$ cat src/hw/kbcm_pkg.sv
// shared constants, carriers and state for the keyboard controller host mailbox
package kbcm_pkg;

  // -----------------------------------------------------------------
  // host i/o map and status layout
  // -----------------------------------------------------------------
  localparam logic [7:0] ADDR_DATA      = 8'h60;
  localparam logic [7:0] ADDR_CMD       = 8'h64;
  localparam logic [7:0] UNMAPPED_RDATA = 8'hFF;
  localparam int         ADDR_SEL_BIT   = 2;
  localparam int         ST_OBF         = 0;
  localparam int         ST_IBF         = 1;
  localparam int         ST_CD          = 3;
  localparam logic [7:0] ST_UD_MASK     = 8'hF4;
  localparam logic [7:0] STATUS_RST     = 8'h00;

  // -----------------------------------------------------------------
  // port 2 bit use; pin index 0 kbd_clock_pin, 1 kbd_data_pin, 2 mclk, 3 mouse_data_pin
  // -----------------------------------------------------------------
  localparam int         P2_A20    = 1;
  localparam int         P2_MOUSE_DATA_PIN   = 2;
  localparam int         P2_MCLK   = 3;
  localparam int         P2_KBD_HOST_IRQ   = 4;
  localparam int         P2_AIRQ   = 5;
  localparam int         P2_KBD_CLOCK_PIN   = 6;
  localparam int         P2_KBD_DATA_PIN   = 7;
  localparam logic [7:0] PORT2_RST = 8'hCC;
  localparam int         NUM_PINS  = 4;

  // -----------------------------------------------------------------
  // timing
  // -----------------------------------------------------------------
  localparam int CLK_NS         = 10;
  localparam int DRIVE_HIGH_NS  = 500;
  localparam int DRIVE_HIGH_CYC = DRIVE_HIGH_NS / CLK_NS;
  localparam int RESET_HOLD_NS  = 1500;
  localparam int RESET_HOLD_CYC = (RESET_HOLD_NS + CLK_NS - 1) / CLK_NS;
  localparam int DRV_W          = 6;
  localparam int RST_W          = 8;
  localparam int FIFO_DEPTH     = 4;

  typedef enum logic [1:0] {PWR_RUN, PWR_SOFT, PWR_HARD} kbcm_pwr_t;

  typedef struct packed {
    logic       cs;
    logic       rd;
    logic       wr;
    logic [7:0] addr;
    logic [7:0] wdata;
  } kbcm_host_req_t;

  typedef struct packed {
    logic       valid;
    logic [7:0] data;
  } kbcm_host_rsp_t;

  typedef struct packed {
    logic [7:0]                      status;
    logic [7:0]                      in_data;
    logic [7:0]                      out_data;
    logic [7:0]                      port2;
    logic                            en_flags;
    logic                            kbd_irq;
    logic                            aux_irq;
    kbcm_host_rsp_t                  rsp;
    logic [NUM_PINS-1:0][DRV_W-1:0]  drv_cnt;
    logic [NUM_PINS-1:0]             pin_fb;
    kbcm_pwr_t                       pwr;
    logic [RST_W-1:0]                rst_cnt;
    logic                            tmr_flag;
    logic                            wake_call;
  } kbcm_state_t;

  localparam kbcm_state_t STATE_RST = '{
    status: STATUS_RST, in_data: 8'h00, out_data: 8'h00, port2: PORT2_RST,
    en_flags: 1'b0, kbd_irq: 1'b0, aux_irq: 1'b0, rsp: '0, drv_cnt: '0,
    pin_fb: '0, pwr: PWR_RUN, rst_cnt: RST_W'(RESET_HOLD_CYC),
    tmr_flag: 1'b0, wake_call: 1'b0};

endpackage

$ cat src/hw/kbcm_host_mailbox.sv
// keyboard controller host mailbox: host port, flags, irqs, pins, power
`timescale 1ns/1ps

// -------------------------------------------------------------------
// output byte queue
// -------------------------------------------------------------------
module kbcm_fifo #(
  parameter int WIDTH = 8,
  parameter int DEPTH = 4
) (
  input  wire logic             core_clk,
  input  wire logic             rst_n,
  input  wire logic             in_valid,
  output logic                  in_ready,
  input  wire logic [WIDTH-1:0] in_data,
  output logic                  out_valid,
  input  wire logic             out_ready,
  output logic [WIDTH-1:0]      out_data
);
  localparam int AW = $clog2(DEPTH);
  typedef struct packed {
    logic [DEPTH-1:0][WIDTH-1:0] mem;
    logic [AW-1:0]               wp;
    logic [AW-1:0]               rp;
    logic [AW:0]                 cnt;
  } kbcm_fifo_st_t;
  kbcm_fifo_st_t s;
  kbcm_fifo_st_t next_s;
  logic          push;
  logic          pop;

  assign in_ready  = s.cnt != (AW+1)'(DEPTH);
  assign out_valid = s.cnt != '0;
  assign out_data  = s.mem[s.rp];
  assign push      = in_valid & in_ready;
  assign pop       = out_valid & out_ready;

  always_comb begin
    next_s = s;
    if (push) begin
      next_s.mem[s.wp] = in_data;
      next_s.wp        = (s.wp == AW'(DEPTH-1)) ? '0 : s.wp + 1'b1;
    end
    if (pop) begin
      next_s.rp = (s.rp == AW'(DEPTH-1)) ? '0 : s.rp + 1'b1;
    end
    next_s.cnt = s.cnt + (AW+1)'(push) - (AW+1)'(pop);
  end

  always_ff @(posedge core_clk or negedge rst_n) begin
    if (!rst_n) begin
      s <= '0;
    end else begin
      s <= next_s;
    end
  end
endmodule

// -------------------------------------------------------------------
// mailbox top
// -------------------------------------------------------------------
module kbcm_host_mailbox
  import kbcm_pkg::*;
(
  input  wire logic                core_clk,
  input  wire logic                rst_n,
  input  kbcm_host_req_t           host_req,
  output kbcm_host_rsp_t           host_rsp,
  output logic                     kbd_host_irq,
  output logic                     aux_host_irq,
  input  wire logic                cpu_data_wr,
  input  wire logic [7:0]          cpu_data_port,
  output logic                     cpu_data_ready,
  input  wire logic                cpu_obf_clr,
  input  wire logic                cpu_in_rd,
  output logic [7:0]               cpu_input_port,
  output logic [7:0]               cpu_status,
  input  wire logic                cpu_status_wr,
  input  wire logic [7:0]          cpu_status_wdata,
  input  wire logic                cpu_en_flags,
  input  wire logic                cpu_port2_wr,
  input  wire logic [7:0]          cpu_port2_wdata,
  output logic [7:0]               cpu_port2,
  output logic                     port2_bit1,
  output logic                     test_input_zero,
  output logic                     test_input_one,
  output logic                     port1_bit0,
  output logic                     port1_bit1,
  input  wire logic                ibf_irq_en,
  input  wire logic                tmr_irq_en,
  input  wire logic                cpu_timer_ovf,
  input  wire logic                cpu_timer_ack,
  output logic                     cpu_irq_ibf,
  output logic                     cpu_irq_timer,
  input  wire logic                cpu_halt,
  input  wire logic                cpu_stop,
  output logic                     alu_clk_en,
  output logic                     osc_en,
  output logic                     cpu_core_rst,
  output logic                     cpu_wake_call,
  input  wire logic                kbc_mode,
  input  wire logic                pin_open_drain,
  input  wire logic [NUM_PINS-1:0] gp_invert,
  input  wire logic [NUM_PINS-1:0] gp_as_input,
  input  wire logic [NUM_PINS-1:0] kbm_pin_in,
  output logic [NUM_PINS-1:0]      kbm_pin_out,
  output logic [NUM_PINS-1:0]      kbm_pin_oe
);

  // -----------------------------------------------------------------
  // decode helpers
  // -----------------------------------------------------------------
  function automatic int pin_port_bit(input int idx);
    unique case (idx)
      0:       pin_port_bit = P2_KBD_CLOCK_PIN;
      1:       pin_port_bit = P2_KBD_DATA_PIN;
      2:       pin_port_bit = P2_MCLK;
      default: pin_port_bit = P2_MOUSE_DATA_PIN;
    endcase
  endfunction

  kbcm_state_t s;
  kbcm_state_t next_s;
  logic        data_hit;
  logic        cmd_hit;
  logic        host_data_wr;
  logic        host_cmd_wr;
  logic        host_data_rd;
  logic        fifo_valid;
  logic        fifo_pop;
  logic [7:0]  fifo_data;

  // rule 01/02: only the two documented addresses answer; other selected reads still return UNMAPPED_RDATA with valid set
  // data and command port decode
  assign data_hit     = host_req.cs & (host_req.addr == ADDR_DATA);
  assign cmd_hit      = host_req.cs & (host_req.addr == ADDR_CMD);
  assign host_data_wr = host_req.wr & data_hit;
  assign host_cmd_wr  = host_req.wr & cmd_hit;
  assign host_data_rd = host_req.rd & data_hit;
  assign fifo_pop     = fifo_valid & ~s.status[ST_OBF];

  // -----------------------------------------------------------------
  // output byte path
  // -----------------------------------------------------------------
  // bytes queue here so firmware can run ahead of a slow host
  kbcm_fifo #(
    .WIDTH (8),
    .DEPTH (FIFO_DEPTH)
  ) u_out_fifo (
    .core_clk  (core_clk),
    .rst_n     (rst_n),
    .in_valid  (cpu_data_wr),
    .in_ready  (cpu_data_ready),
    .in_data   (cpu_data_port),
    .out_valid (fifo_valid),
    .out_ready (~s.status[ST_OBF]),
    .out_data  (fifo_data)
  );

  // -----------------------------------------------------------------
  // next state
  // -----------------------------------------------------------------
  always_comb begin
    next_s               = s;
    next_s.rsp.valid     = 1'b0;
    next_s.wake_call     = 1'b0;
    next_s.pin_fb        = kbm_pin_in;
    // clears are applied first so that sets below win
    if (cpu_status_wr) begin
      next_s.status = (s.status & ~ST_UD_MASK) | (cpu_status_wdata & ST_UD_MASK);
    end
    if (cpu_in_rd) begin
      next_s.status[ST_IBF] = 1'b0;
    end
    if (cpu_obf_clr) begin
      next_s.status[ST_OBF] = 1'b0;
    end
    if (cpu_en_flags) begin
      next_s.en_flags = 1'b1;
    end
    if (host_req.rd && (data_hit || cmd_hit)) begin
      next_s.rsp.valid = 1'b1;
      next_s.rsp.data  = data_hit ? s.out_data : s.status;
    end else if (host_req.rd && host_req.cs) begin
      next_s.rsp.valid = 1'b1;
      next_s.rsp.data  = UNMAPPED_RDATA;
    end
    if (host_data_rd && s.en_flags) begin
      next_s.status[ST_OBF] = 1'b0;
    end
    if (fifo_pop) begin
      next_s.out_data       = fifo_data;
      next_s.status[ST_OBF] = 1'b1;
    end
    if (host_data_wr || host_cmd_wr) begin
      next_s.in_data        = host_req.wdata;
      next_s.status[ST_IBF] = 1'b1;
      next_s.status[ST_CD]  = host_req.addr[ADDR_SEL_BIT];
    end
    if (cpu_timer_ack) begin
      next_s.tmr_flag = 1'b0;
    end
    if (cpu_timer_ovf) begin
      next_s.tmr_flag = 1'b1;
    end
    if (cpu_port2_wr) begin
      next_s.port2 = cpu_port2_wdata;
    end
    next_s.kbd_irq = next_s.en_flags
                   ? (next_s.port2[P2_KBD_HOST_IRQ] & next_s.status[ST_OBF])
                   : next_s.port2[P2_KBD_HOST_IRQ];
    // aux irq from its port bit, gated by inverted input full when flags are enabled
    next_s.aux_irq = next_s.en_flags
                   ? (next_s.port2[P2_AIRQ] & ~next_s.status[ST_IBF])
                   : next_s.port2[P2_AIRQ];
    // a falling port bit (rising pin) opens the drive-high window
    for (int i = 0; i < NUM_PINS; i++) begin
      if (next_s.port2[pin_port_bit(i)] == 1'b0 && s.port2[pin_port_bit(i)] == 1'b1) begin
        next_s.drv_cnt[i] = DRV_W'(DRIVE_HIGH_CYC);
      end else if (s.drv_cnt[i] != '0) begin
        next_s.drv_cnt[i] = s.drv_cnt[i] - 1'b1;
      end
    end
    // core held in reset even if the pin pulse was short
    if (s.rst_cnt != '0 && s.pwr != PWR_HARD) begin
      next_s.rst_cnt = s.rst_cnt - 1'b1;
    end
    unique case (s.pwr)
      PWR_RUN: begin
        if (cpu_stop) begin
          next_s.pwr = PWR_HARD;
        end else if (cpu_halt) begin
          next_s.pwr = PWR_SOFT;
        end
      end
      PWR_SOFT: begin
        // host data byte resumes, via handler if enabled
        if (host_data_wr) begin
          next_s.pwr       = PWR_RUN;
          next_s.wake_call = ibf_irq_en;
        end
      end
      PWR_HARD: begin
        // oscillator needs settle time before code runs
        if (host_data_wr) begin
          next_s.pwr     = PWR_RUN;
          next_s.rst_cnt = RST_W'(RESET_HOLD_CYC);
        end
      end
    endcase
  end

  // pins low and status zero after reset
  always_ff @(posedge core_clk or negedge rst_n) begin
    if (!rst_n) begin
      s <= STATE_RST;
    end else begin
      s <= next_s;
    end
  end

  // -----------------------------------------------------------------
  // pin drive
  // -----------------------------------------------------------------
  // active-high drive is only a speed-up; the pull-up holds the level
  for (genvar g = 0; g < NUM_PINS; g++) begin : g_pin
    logic lvl;
    // pins carry the inverted port bit
    // general purpose settings ignored in controller mode
    assign lvl = ~s.port2[pin_port_bit(g)] ^ (~kbc_mode & gp_invert[g]);
    assign kbm_pin_out[g] = lvl;
    assign kbm_pin_oe[g] = (~kbc_mode & gp_as_input[g]) ? 1'b0 :
                           ~lvl | (~pin_open_drain & (s.drv_cnt[g] != '0));
  end

  // -----------------------------------------------------------------
  // outputs
  // -----------------------------------------------------------------
  assign host_rsp        = s.rsp;
  assign kbd_host_irq    = s.kbd_irq;
  assign aux_host_irq    = s.aux_irq;
  assign cpu_input_port  = s.in_data;
  assign cpu_status      = s.status;
  assign cpu_port2       = s.port2;
  // gate a20 straight from the port latch
  assign port2_bit1      = s.port2[P2_A20];
  assign test_input_zero = s.pin_fb[0];
  assign port1_bit0      = s.pin_fb[1];
  assign test_input_one  = s.pin_fb[2];
  assign port1_bit1      = s.pin_fb[3];
  // only the two cpu interrupt sources
  assign cpu_irq_ibf     = s.status[ST_IBF] & ibf_irq_en;
  assign cpu_irq_timer   = s.tmr_flag & tmr_irq_en;
  assign alu_clk_en      = (s.pwr == PWR_RUN) & (s.rst_cnt == '0);
  assign osc_en          = s.pwr != PWR_HARD;
  assign cpu_core_rst    = s.rst_cnt != '0;
  assign cpu_wake_call   = s.wake_call;
endmodule

$ cat config.mk
export PLATFORM = sky130hd
export DESIGN_NAME = kbcm_host_mailbox
export DESIGN_NICKNAME = d
export VERILOG_FILES = /design/src/hw/kbcm_pkg.sv /design/src/hw/kbcm_host_mailbox.sv
export SDC_FILE = /design/constraint.sdc
export NUM_CORES = 1
export LEC_CHECK = 0
export BUFFER_PORTS_ARGS = -buffer_cell sky130_fd_sc_hd__buf_2
export CAP_MARGIN = 20
export CORE_UTILIZATION = 55
export CTS_CLUSTER_DIAMETER = 50
export DETAILED_ROUTE_END_ITERATION = 7
export PLACE_DENSITY = 0.8
export SYNTH_ARGS = -nofsm -noshare
export SYNTH_HDL_FRONTEND = slang
export SYNTH_SLANG_ARGS = --single-unit
$ cat constraint.sdc
create_clock -name core_clk -period 3.3 [get_ports core_clk]
set_input_delay 0.495 -clock core_clk [delete_from_list [all_inputs] [get_ports core_clk]]
set_output_delay 0.495 -clock core_clk [all_outputs]
set_load 0.01 [all_outputs]
==> results.md <==
* Status: completed
* Register area share after synthesis at 51.8%
* Total wire length at 11300 um
* Fin. max-slew vios at 0
* Total power at 6.17 mW
* Clock Tree Root: clkbuf_8
* Placer congestion estimate at 0.816
* Crit Path Class: reg2out
* Placed cell count at 734
* Fin area at 7040 um^2
* Headroom to the max-slew limit at 50.7%
* Crit path from: s[2]$_DFF_PN0_
* Mux contribution to synthesized area at 14.1%
* IR drop worst, VDD at 548 uV
* Post-cts hold buffer count at 0
* Syn Area/Cell at 11.5 um^2
* Cell variety after synth at 55
* Io pins at 126
* Psw at 1.97 mW
* Synthesized area at 5960 um^2
* Combinational power share at 29.9%
* Initial antenna violation count at 0
* TritonCTS clock tree: built
* Post-Synthesis Cells at 520
* Die Span Y at 106 um
* DR vias at 4080
* Fin util at 67.6%
* Crit path largest cell delay at 0.41 ns
* Worst reg-to-reg path cell count at 10
* Inserted Clock Buffers at 17
* Req. time, crit path at 2.80 ns
* Setup_tns at 0 ns
* Sw frac at 31.9%
* Clk network pwr share at 29.5%
* Crit-path max FO at 7
* R2r setup slk at 0.80 ns
* R2r startpoint: u_out_fifo.s[1]$_DFF_PN0_
* Synth async-reset ratio at 100%
* Initial DRC count at 252
* First drt pass iteration count at 4
* CP max stage cell: dfrtp_1
* R2r endpoint: u_out_fifo.s[2]$_DFF_PN0_
* Synth top area share at 48.3%
* CP Capture Point: alu_clk_en
* Yosys Warn Count at 0
* IO Port Bufs at 122
* DR WL/cell at 14.8 um
* Leakage at 3.33 nW
* Synth Area in Compound Gates at 6.32%
* Nature of the critical path endpoint: primary output
* Power Density at 876 nW/um^2
* CTS resizes at 0
* Main flop type after synthesis: dfrtp_1
* Setup violators final at 0
* Fmax at 395 MHz
* Min Tclk post-route at 2.53 ns
* Worst-Skew Late Latency at 0.51 ns
* Xor/xnor share of the synthesized area at 2.20%
* Yosys top cell by area: dfrtp_1
* Layout cells sized above 1 at 37.8%
* Hold Fails Final Rpt at 0
* Area grow syn2layout at 18.1%
* Final Skew at 0.00616 ns
* Total GRT Usage at 21.8%
* Synth Area in Simple Gates at 14.1%
* H-tree levels at 4
* Pint at 4.20 mW
* Initial Utilization at 57.2%
* Mean number of vias per cell at 5.33
* Crit start category: flip-flop
* Clock-pin slew on the worst setup and hold paths at 0.05 ns
* Hold/Removal Path Class: in2async
* Grt total ovfl at 0
* Diodes inserted at 0
* Placed Area at 6450 um^2
* Post-synth EDFFs at 0
* DP Wirelength at 8050 um
* Slew @ Worst Pin at 0.739 ns
* Fin cells at 766
* Mapped Nets at 612
* Adder-Cell Fraction of Synth Area at 4.53%
* Seq pwr share at 40.7%
* MaxCap Viol Count at 0
* Postcts setup bufs at 0
* Largest net degree at the start of global routing at 69
* Nets at 709
* Detail Route Antenna Nets at 0
* Largest cells by area after synthesis: dfrtp_1 48%, mux2_2 10%, buf_4 4.8%
* Largest family of logic cells by synthesized area: simple AND/OR/NAND/NOR gates
* First-pass GRT wire length at 19100 um
* Deepest clock path buffer count at 2
* # rows at 37
* Worst Path Arrival at 2.04 ns
* Tcrit/Tclk final at 76.7%
* Core ar. at 10400 um^2
* Sink Count at 123
* Vias in the first global route at 4076
* RSZ-0062 raised after global routing: no
* #FFs+latches synth at 123
* Full die area at 11300 um^2
* Fillers at 793
* DRC at 0
* Die Wd at 106 um
* Critical-path cell list: inv_1, ha_1, nor3b_1, nand2_1, nor2_1, buf_2
[cell usage after synthesis (4+ instances only)]
master / count
nand3b_1: 5
xnor2_1: 15
dfrtp_1: 115
mux2_2: 54
a21boi_0: 4
buf_4: 38
o22ai_1: 9
or2_2: 6
nor2_1: 44
nand2_1: 50
ha_1: 20
inv_1: 27
nand2b_1: 9
o21ai_0: 8
dfstp_2: 8
nor3_1: 12
clkbuf_1: 4
a21oi_1: 9
mux2i_1: 4
nor2b_1: 8
nand2_2: 4
mux4_2: 8
nand3_1: 8
[area by class of cell]
type                    count  area (um^2)  area share [%]
clock buffers              19          422            5.99
clock inverters            13          168            2.38
well taps                 136          170            2.42
repair buffers            123          633            8.99
inverters                  27          101            1.44
flip-flops and latches    123         3090            43.9
multi-input cells         325         2460            34.9
[logic make-up after synthesis]
| family | after synthesis |
|---|---|
| mux | 67 |
| compound gates | 54 |
| fa+ha+maj | 21 |
| buf+inv | 72 |
| flops | 123 |
| simple gates | 168 |
| xor+xnor | 15 |
[power by group through the flow]
stage	combinational [mW]	sequential, mW	clock, mW
after detailed placement	1.85	2.52	0
after global routing	2.08	2.59	1.93
after floorplan	1.54	2.37	0
after CTS	1.87	2.51	1.86
final	1.84	2.51	1.82
after global placement	1.76	2.47	0
[how the worst min path moves through the flow]
stage,start,to,cells after the start
3_5_place_dp,s[1]$_DFFE_PN0P_,s[1]$_DFFE_PN0P_,1
6_report,rst_n,s[33]$_DFFE_PN0P_,1
2_1_floorplan,rst_n,aux_host_irq$_DFF_PN0_,0
5_1_grt,kbm_pin_in[3],port1_bit1$_DFF_PN0_,1
3_3_place_gp,s[1]$_DFFE_PN0P_,s[1]$_DFFE_PN0P_,1
4_1_cts,rst_n,test_input_zero$_DFF_PN0_,1
[layer usage]
metal	GRT usage [%]	share of wire [%]	vias to the layer above
met5	0	0	-
met4	7.44	1.1	0
met3	5.95	4.0	13
met2	37.1	52	91
met1	26.6	43	2029
li1	-	-	1947
[through the flow]
stage	hold WS, ns	worst slack (ns)
CTS	0.0632	0.772
global placement	0.453	0.846
global route	0.0568	0.541
floorplan	0.199	0.970
finish	0.0532	0.769
detailed placement	0.458	0.810
[state kept, by name, summed over array words and instances, names as in the netlist]
| register | flops |
|---|---|
| aux_host_irq | 1 |
| cpu_input_port | 8 |
| cpu_port2 | 8 |
| cpu_status | 8 |
| cpu_wake_call | 1 |
| host_rsp | 9 |
| kbd_host_irq | 1 |
| port1_bit0 | 1 |
| port1_bit1 | 1 |
| s | 44 |
| test_input_one | 1 |
| test_input_zero | 1 |
| u_out_fifo.s | 39 |
[placed cells by master (no fill, tap or decap), types with 4 or more instances in the layout]
cell	instances
a21boi_0	4
a21oi_1	9
buf_2	121
clkbuf_16	16
clkinv_4	4
dfrtp_1	115
dfstp_2	8
ha_1	20
inv_1	27
mux2_2	54
mux2i_1	4
mux4_2	8
nand2_1	50
nand2_2	4
nand2b_1	9
nand3_1	8
nand3b_1	5
nor2_1	44
nor2b_1	8
nor3_1	12
o21ai_0	8
o22ai_1	9
or2_2	6
xnor2_1	15
[critical path, delay by kind of cell (launching register included)]
| family | cells | cell delay, ns |
|---|---|---|
| flops | 1 | 0.41 |
| buf+inv | 2 | 0.26 |
| simple gates | 3 | 0.66 |
| fa+ha+maj | 1 | 0.21 |
Power figures use the tool's default switching activity.
